<file path="src/rtl/cmt_regs.svh">
`ifndef CMT_TIMER_REGS_SVH
`define CMT_TIMER_REGS_SVH

// Counter and prescaler width
`define CMT_CNT_W 32
// Number of match registers
`define CMT_NMATCH 4
// Most capture channels a pin-connected timer offers
`define CMT_MAX_CAP 4
// Most match outputs usable as single-edge PWM
`define CMT_MAX_PWM 3
// Reset value of counter, prescaler and captures
`define CMT_CNT_RST 32'h0000_0000
// Pin action codes on match
`define CMT_ACT_NONE 2'h0
`define CMT_ACT_LOW 2'h1
`define CMT_ACT_HIGH 2'h2
`define CMT_ACT_TOG 2'h3
// Edge select bits: bit 0 rising, bit 1 falling
`define CMT_EDGE_RISE_BIT 0
`define CMT_EDGE_FALL_BIT 1
// Count step and prescale increment
`define CMT_ONE 32'h0000_0001

`endif

</file>
<file path="src/rtl/cmt_pkg.sv">
package cmt_pkg;

  // Source of count steps
  typedef enum logic {
    CMT_MODE_TIMER = 1'b0,
    CMT_MODE_COUNT = 1'b1
  } cmt_mode_t;

  // Per match register configuration
  typedef struct packed {
    logic [31:0] value;   // Compare value
    logic int_en;         // Pulse interrupt on match
    logic dma_en;         // Pulse DMA request on match
    logic rst_en;         // Return counter to zero on match
    logic stop_en;        // Halt counter on match
    logic [1:0] act;      // Pin action on match
    logic pwm_en;         // Use pin as single-edge PWM
  } cmt_match_cfg_t;

  // Per capture channel configuration
  typedef struct packed {
    logic [1:0] edge_sel; // Rising / falling capture edges
    logic int_en;         // Pulse interrupt on capture
  } cmt_cap_cfg_t;

  // Global configuration
  typedef struct packed {
    logic enable;         // Counter runs
    cmt_mode_t mode;      // Timer or counter mode
    logic [1:0] cnt_edge; // Edges of external clock that count
    logic [31:0] presc;   // Prescaler terminal value
    logic clr_en;         // Clear on designated capture event
    logic [1:0] clr_sel;  // Capture channel that clears
    logic [1:0] clr_edge; // Edges of that channel that clear
  } cmt_cfg_t;

  // Whole state of the timer core
  typedef struct packed {
    logic [31:0] tc;
    logic [31:0] pc;
    logic halted;
    logic [3:0] pin;
    logic [3:0] match_irq;
    logic [3:0] dma_req;
    logic [3:0] cap_irq;
    logic [3:0][31:0] cap;
  } cmt_state_t;

endpackage : cmt_pkg

</file>
<file path="src/rtl/cmt_edge.sv">
`timescale 1ns/1ps
// Edge detector for synchronous inputs, one flop per bit
module cmt_edge #(
  parameter int W = 5
) (
  input wire logic sys_clk,
  input wire logic rst_n,
  input wire logic [W-1:0] sig,
  output logic [W-1:0] rise,
  output logic [W-1:0] fall
);

  // Previous sample of each input
  typedef struct packed {
    logic [W-1:0] prev;
  } cmt_edge_st_t;

  cmt_edge_st_t st_q; // Registered state
  cmt_edge_st_t st_d; // Next state

  // Sample every input each cycle
  always_comb begin
    st_d = st_q;
    st_d.prev = sig;
  end

  // Inputs idle low out of reset, so a high input gives one rise
  always_ff @(posedge sys_clk or negedge rst_n) begin
    if (!rst_n) begin
      st_q <= '0;
    end else begin
      st_q <= st_d;
    end
  end

  // Per bit edge decode
  genvar b;
  generate
    for (b = 0; b < W; b++) begin : g_bit
      assign rise[b] = sig[b] & ~st_q.prev[b];
      assign fall[b] = ~sig[b] & st_q.prev[b];
    end
  endgenerate

endmodule : cmt_edge

</file>
<file path="src/rtl/cmt_timer.sv">
`timescale 1ns/1ps
`include "cmt_regs.svh"

// Operation
// RL1: Counter advances once per prescaler wrap
// RL2: Count system clock or external clock edges
// RL3: Four matches raise interrupt, DMA, actions
// RL4: Match may let counting simply continue
// RL5: Match may halt the counter
// RL6: Match may return counter to zero
// RL7: Match pins go low, high, toggle, hold
// RL8: Capture channels latch count on edges
// RL9: Designated capture clears counter and prescaler
// RL10: Three match pins serve as PWM
// RL11: Pinless instances keep only internal functions; pinless builds here still count external clock edges in counter mode
// RL12: Match when count equals value per step
module cmt_timer #(
  parameter bit HAS_PINS = 1'b1,
  parameter int NUM_CAP = `CMT_MAX_CAP,
  parameter int NUM_PWM = `CMT_MAX_PWM
) (
  input wire logic sys_clk,
  input wire logic rst_n,
  input cmt_pkg::cmt_cfg_t cfg,
  input cmt_pkg::cmt_match_cfg_t [3:0] mcfg,
  input cmt_pkg::cmt_cap_cfg_t [3:0] ccfg,
  input wire logic sw_clear,
  input wire logic ext_clk,
  input wire logic [3:0] cap_in,
  output logic [31:0] count,
  output logic [31:0] prescale,
  output logic halted,
  output logic [3:0][31:0] cap_val,
  output logic [3:0] match_pin,
  output logic [3:0] match_irq,
  output logic [3:0] dma_req,
  output logic [3:0] cap_irq
);

  // Refuse channel counts the datapath cannot hold
  generate
    if (NUM_CAP < 0 || NUM_CAP > `CMT_MAX_CAP || NUM_PWM < 0 || NUM_PWM > `CMT_MAX_PWM) begin : g_chk
      $error("cmt_timer: NUM_CAP or NUM_PWM out of range");
    end
  endgenerate

  cmt_pkg::cmt_state_t st_q; // Registered state
  cmt_pkg::cmt_state_t st_d; // Next state
  logic [4:0] rise; // Rising edges, bit 4 is the external clock
  logic [4:0] fall; // Falling edges
  logic [3:0] cap_ev; // Capture event per channel
  logic [3:0] mhit; // Match hit per register
  logic [3:0] pwm_on; // Channel acts as PWM
  logic ext_step; // Selected external clock edge
  logic step; // Prescaler advances this cycle
  logic wrap; // Prescaler wraps, counter moves
  logic cap_clr; // Designated capture clear
  logic clr_any; // Clear counter and prescaler
  logic any_rst; // Some hit resets the counter
  logic any_stop; // Some hit halts the counter

  // One shared detector for capture pins and the external clock
  cmt_edge #(
    .W(5)
  ) u_edge (
    .sys_clk(sys_clk),
    .rst_n(rst_n),
    .sig({ext_clk, cap_in}),
    .rise(rise),
    .fall(fall)
  );

  // RL2: external edge choice
  assign ext_step = (rise[4] & cfg.cnt_edge[`CMT_EDGE_RISE_BIT]) |
                    (fall[4] & cfg.cnt_edge[`CMT_EDGE_FALL_BIT]);

  // RL2: step source
  assign step = cfg.enable & ~st_q.halted &
                ((cfg.mode == cmt_pkg::CMT_MODE_TIMER) | ext_step);

  // RL1: prescaler terminal
  assign wrap = step & (st_q.pc == cfg.presc);

  // RL9: designated capture event, only where pins exist
  assign cap_clr = HAS_PINS & cfg.clr_en & (int'(cfg.clr_sel) < NUM_CAP) &
                   ((rise[cfg.clr_sel] & cfg.clr_edge[`CMT_EDGE_RISE_BIT]) |
                    (fall[cfg.clr_sel] & cfg.clr_edge[`CMT_EDGE_FALL_BIT]));
  assign clr_any = sw_clear | cap_clr;

  // Per channel compare and capture decode
  genvar g;
  generate
    for (g = 0; g < 4; g++) begin : g_ch
      // RL12: compare once per count step
      assign mhit[g] = wrap & (st_q.tc == mcfg[g].value);
      // RL10: only the low channels may be PWM
      assign pwm_on[g] = HAS_PINS & (g < NUM_PWM) & mcfg[g].pwm_en;
      // RL11: capture exists only with pins
      assign cap_ev[g] = HAS_PINS & (g < NUM_CAP) &
                         ((rise[g] & ccfg[g].edge_sel[`CMT_EDGE_RISE_BIT]) |
                          (fall[g] & ccfg[g].edge_sel[`CMT_EDGE_FALL_BIT]));
    end
  endgenerate

  // Reset and stop requests of all simultaneous hits act together
  always_comb begin
    any_rst = 1'b0;
    any_stop = 1'b0;
    for (int i = 0; i < 4; i++) begin
      any_rst = any_rst | (mhit[i] & mcfg[i].rst_en);
      any_stop = any_stop | (mhit[i] & mcfg[i].stop_en);
    end
  end

  // Next state of the whole timer
  always_comb begin
    st_d = st_q;
    st_d.match_irq = '0;
    st_d.dma_req = '0;
    st_d.cap_irq = '0;
    // Dropping enable is the way to release a halt
    if (!cfg.enable) begin
      st_d.halted = 1'b0;
    end
    // RL8: snapshot count before it moves
    for (int i = 0; i < 4; i++) begin
      if (cap_ev[i]) begin
        st_d.cap[i] = st_q.tc;
        st_d.cap_irq[i] = ccfg[i].int_en;
      end
    end
    if (clr_any) begin
      // RL9: clear beats counting, match halt and match reset; match pulses and non-PWM pin actions still happen
      st_d.tc = `CMT_CNT_RST;
      st_d.pc = `CMT_CNT_RST;
    end else if (wrap) begin
      st_d.pc = `CMT_CNT_RST;
      if (any_stop) begin
        // RL5: halt holds the matched value, or zero when a reset hit comes with it
        st_d.halted = 1'b1;
      end
      if (any_rst) begin
        // RL6: return to zero
        st_d.tc = `CMT_CNT_RST;
      end else if (!any_stop) begin
        // RL4: keep counting through the match
        st_d.tc = st_q.tc + `CMT_ONE;
      end
    end else if (step) begin
      // RL1: prescaler runs between counter steps
      st_d.pc = st_q.pc + `CMT_ONE;
    end
    // RL3: match reporting
    st_d.match_irq = mhit & {mcfg[3].int_en, mcfg[2].int_en, mcfg[1].int_en, mcfg[0].int_en};
    st_d.dma_req = mhit & {mcfg[3].dma_en, mcfg[2].dma_en, mcfg[1].dma_en, mcfg[0].dma_en};
    for (int i = 0; i < 4; i++) begin
      if (pwm_on[i]) begin
        // RL10: low at period start, high from its match
        if (clr_any || (wrap && any_rst)) begin
          st_d.pin[i] = 1'b0;
        end
        if (mhit[i] && !clr_any) begin
          st_d.pin[i] = 1'b1;
        end
      end else if (mhit[i]) begin
        // RL7: pin action on match
        unique case (mcfg[i].act)
          `CMT_ACT_NONE: st_d.pin[i] = st_q.pin[i];
          `CMT_ACT_LOW: st_d.pin[i] = 1'b0;
          `CMT_ACT_HIGH: st_d.pin[i] = 1'b1;
          `CMT_ACT_TOG: st_d.pin[i] = ~st_q.pin[i];
        endcase
      end
    end
    // RL11: pinless build never drives the pins
    if (!HAS_PINS) begin
      st_d.pin = '0;
    end
  end

  // State register
  always_ff @(posedge sys_clk or negedge rst_n) begin
    if (!rst_n) begin
      st_q <= '0;
    end else begin
      st_q <= st_d;
    end
  end

  // Everything visible comes straight from flops
  assign count = st_q.tc;
  assign prescale = st_q.pc;
  assign halted = st_q.halted;
  assign cap_val = st_q.cap;
  assign match_pin = st_q.pin;
  assign match_irq = st_q.match_irq;
  assign dma_req = st_q.dma_req;
  assign cap_irq = st_q.cap_irq;
endmodule : cmt_timer

</file>
<file path="config.mk">
export PLATFORM = sky130hd
export DESIGN_NAME = cmt_timer
export DESIGN_NICKNAME = d
export VERILOG_FILES = /design/src/rtl/cmt_pkg.sv /design/src/rtl/cmt_edge.sv /design/src/rtl/cmt_timer.sv
export VERILOG_INCLUDE_DIRS = /design/src /design/src/rtl
export SDC_FILE = /design/constraint.sdc
export NUM_CORES = 1
export LEC_CHECK = 0
export BUFFER_PORTS_ARGS = -buffer_cell sky130_fd_sc_hd__buf_2
export CAP_MARGIN = 10
export CORE_ASPECT_RATIO = 0.8
export CORE_UTILIZATION = 45
export CTS_CLUSTER_SIZE = 12
export DETAILED_ROUTE_END_ITERATION = 7
export PLACE_DENSITY = 0.87
export SYNTH_ARGS = -nofsm -noshare
export SYNTH_HDL_FRONTEND = slang
export SYNTH_SLANG_ARGS = --single-unit
</file>
<file path="constraint.sdc">
create_clock -name sys_clk -period 2.6 [get_ports sys_clk]
set_input_delay 0.39 -clock sys_clk [delete_from_list [all_inputs] [get_ports sys_clk]]
set_output_delay 0.39 -clock sys_clk [all_outputs]
set_load 0.05 [all_outputs]
</file>
==> summary.md <==
| Metric | Value |
|---|---|
| Synth cell types | `56` |
| Tmin final | `2.92 ns` |
| Nets | `approximately 1700` |
| DIE HEIGHT | `around 140 um` |
| Max layer used | `met5` |
| CTS tree | `yes` |
| CP Cell Sequence | `xor2_1 > nor4_1 > buf_4 > nand4_1 > or3_4 > buf_6 > or4_4 > or3_4 > a21oi_2` |
| Most frequent cell after synthesis | `dfrtp_1` |
| H-Tree Level Count | `1` |
| Slew headroom | `0.296` |
| Mapped Nets | `1232` |
| Die X | `~180 um` |
| Number of detailed-route iterations in the first pass | `5` |
| Failing checks | `setup timing` |
| DIE AREA | `25500 sq um` |
| Final Cycle Share | `1.12` |
| CP Launch Type | `flop` |
| # DRC | `0` |
| First-pass GRT wire length | `about 63 mm` |
| Clock Tree Root | `clkbuf_16` |
| Final hold violations | `0` |
| Final ANT Viol Nets | `0` |
| Core Util, Final | `0.657` |
| Crit path capture type | `flop` |
| Fmax | `342 MHz` |
| Outcome | `finished with violations` |
| Placement Rows | `approximately 50` |
| RSZ-0062 raised after global routing | `true` |
| Slew at the pin closest to its max-slew limit | `roughly 1.1 ns` |
| Area grow syn2layout | `43.2%` |
| GRT overflow | `0` |
| Crit Path Max Fanout | `5` |
| Final setup violation count | `~50` |
| Initial DRC count | `roughly 850` |
| Post-synthesis instance total | `approximately 1000` |
| PD cells | `between 400 and 500 nW/um^2` |
| Num CTS Buffers | `24` |
| Largest net degree at the start of global routing | `just under 80` |
| Fraction of layout cells with a size suffix above 1 | `0.554` |
| Synth top area cells | `dfrtp_1 (48%), mux2_2 (13%), xnor2_1 (12%)` |
| Initial core utilization | `0.458` |
| Hold Crit Class | `input port to flop` |
| Synth top cells by count | `dfrtp_1 (214), xnor2_1 (152), mux2_2 (128)` |
| Met2 WL | `between 20 and 25 mm` |
| Leak | `around 7.8 nW` |
| Placer congestion estimate | `0.977` |
| Number of global-route vias before repair | `10600` |
| Max incr delay on CP | `about 0.47 ns` |
| Clock Tree Buf Depth | `3` |
| Share of the synthesized area in the top cell type | `0.479` |
| Placed cells | `about 1800` |
| Syn_area_per_cell | `11.0 sq um` |
| DRT Wirelength | `approximately 44 mm` |
| Fillers | `roughly 1900` |
| GRT Resource Usage Total | `0.328` |
| Synth Flop Type | `dfrtp_1` |
| Worst-Skew Late Latency | `0.52 ns` |
| Area of the core | `between 20000 and 25000 sq um` |
| Initial antenna violation count | `9` |
| Max-cap viol count | `0` |
| Setup ws final | `-0.321 ns` |
| Top-level I/O count | `between 400 and 500` |
| Req. time, crit path | `just over 3 ns` |
| Synthesis Warnings | `0` |
| Worst vdd ir | `around 0.55 mV` |
| DR vias | `10900` |
| Slowest-stage cell, CP | `or4_4` |
| Wl on met1 | `around 18 mm` |
| Pwr Total | `between 7 and 8 mW` |
| Vias per std cell | `between 5 and 6` |
| HPWL Detailed | `31.8 mm` |
| Wire per inst | `23.5 um` |
| # port buffers | `424` |
| Area leader, netlist | `dfrtp_1` |
| Critical Path Most Common Cell | `or3_4` |
| Clock Sinks | `between 200 and 250` |
| Synthesized flop and latch total | `roughly 210` |
| EDFF count, synth | `0` |
| Setup Skew | `0.0143 ns` |
| Critical path arrival | `3.36 ns` |
| Non-filler instance count after layout | `1872` |
| Async set-reset flop share out of synthesis | `1.00` |
| FF-to-FF setup slack | `-0.32 ns` |
| Synthesized cell area | `11200 sq um` |
| Crit Path Class | `flop to flop` |
| Clock slew at reported path FFs | `around 0.070 ns` |
| Routed wl met3 | `~3.9 mm` |
| Max Slew Vio Count | `0` |
| Seq/Total Area, Yosys | `0.479` |
[kinds of logic (layout without fill, tap and decap cells)]
kind of cell / Yosys count / in the layout / synth area share
flops: 214 / 214 / 0.479
xor+xnor: 188 / 188 / 0.147
other cells: 0 / 8 / 0
fa+ha+maj: 2 / 2 / 0.00224
buf+inv: 90 / 623 / 0.0312
mux: 128 / 128 / 0.129
compound gates: 109 / 109 / 0.0642
simple gates: 282 / 282 / 0.147
[flip-flops by register name, summed over array words and instances (netlist names)]
name,cells
match_irq,4
dma_req,4
count,32
match_pin,4
halted,1
cap_irq,4
cap_val,128
u_edge.st_q,5
prescale,32
[metal layers]
metal  up-vias  track usage
met4         4        0.126
met3       148       0.0602
met2       688        0.527
met5         -            0
met1      5406        0.441
li1       4671            -
[placed cells by master, fill, tap and decap left out, types with 18 or more instances in the layout]
| master | Yosys | final |
|---|---|---|
| nor4_1 | 29 | 24 |
| mux2_2 | 128 | 128 |
| a21oi_1 | 37 | 18 |
| nor2_1 | 45 | 43 |
| nand3_1 | 26 | 24 |
| dfrtp_1 | 214 | 154 |
| xor2_1 | 36 | 36 |
| clkbuf_16 | 0 | 29 |
| dfrtp_2 | 0 | 59 |
| xnor2_1 | 152 | 147 |
| nand2_1 | 34 | 32 |
| o31ai_1 | 26 | 22 |
| buf_2 | 0 | 423 |
| nand4_1 | 43 | 43 |
| buf_4 | 1 | 116 |
| a21oi_2 | 0 | 19 |
[final cells by class]
type                    count  area [sq um]  share of cell area
well taps                 318           398              0.0249
flip-flops and latches    214          5430               0.339
multi-input cells         709          5840               0.365
inverters                  16          60.1             0.00375
clock buffers              34           679              0.0425
clock inverters             8           118             0.00735
repair buffers            565          3450               0.216
diodes                      8          20.0             0.00125
[through the flow]
step	worst slack, ns	hold WS, ns	area (sq um)	setup TNS (ns)
after floorplan	-0.0969	0.0944	11300	-0.590
after global placement	-0.287	0.419	14600	-6.80
after detailed placement	-0.436	0.431	14600	-14.79
after CTS	-0.249	0.0184	15500	-5.96
after global routing	-0.306	0.0346	16000	-7.67
final	-0.321	0.0270	16000	-8.35
[repair_timing]
item / CTS / global route
gates cloned: 0 / 4
pin swaps: 6 / 13
setup buffers: 1 / 13
setup endpoints to repair: 64 / 39
hold endpoints to repair: 74 / 0
gates resized for setup: 15 / 52
hold buffers: 3 / 0
[report_power, final]
group	leakage, nW	internal (mW)	switching (mW)
clock network	0.389	2.11	1.39
logic	4.52	0.351	0.434
registers	2.87	3.34	0.0120
total	7.77	5.80	1.83
[worst max-delay path, delay by kind of cell, from the launching register on]
kind            cells  cell delay, ns
buf+inv             2            0.34
xor+xnor            1            0.16
compound gates      1            0.12
simple gates        5            1.81
flops               1            0.41
[worst paths after layout]
kind / cells past startpoint / endpoint / start
max in group asynchronous: 3 / count[1]$_DFFE_PN0P_ / rst_n
min in group asynchronous: 2 / cap_val[9]$_DFFE_PN0N_ / rst_n
max: 9 / count[27]$_DFFE_PN0P_ / prescale[31]$_DFFE_PN0P_
max reg2reg: 9 / count[27]$_DFFE_PN0P_ / prescale[31]$_DFFE_PN0P_
min: 1 / u_edge.st_q[2]$_DFF_PN0_ / cap_in[2]
min reg2reg: 1 / cap_val[80]$_DFFE_PN0N_ / cap_val[80]$_DFFE_PN0N_
(Power assumes the default switching activity.)
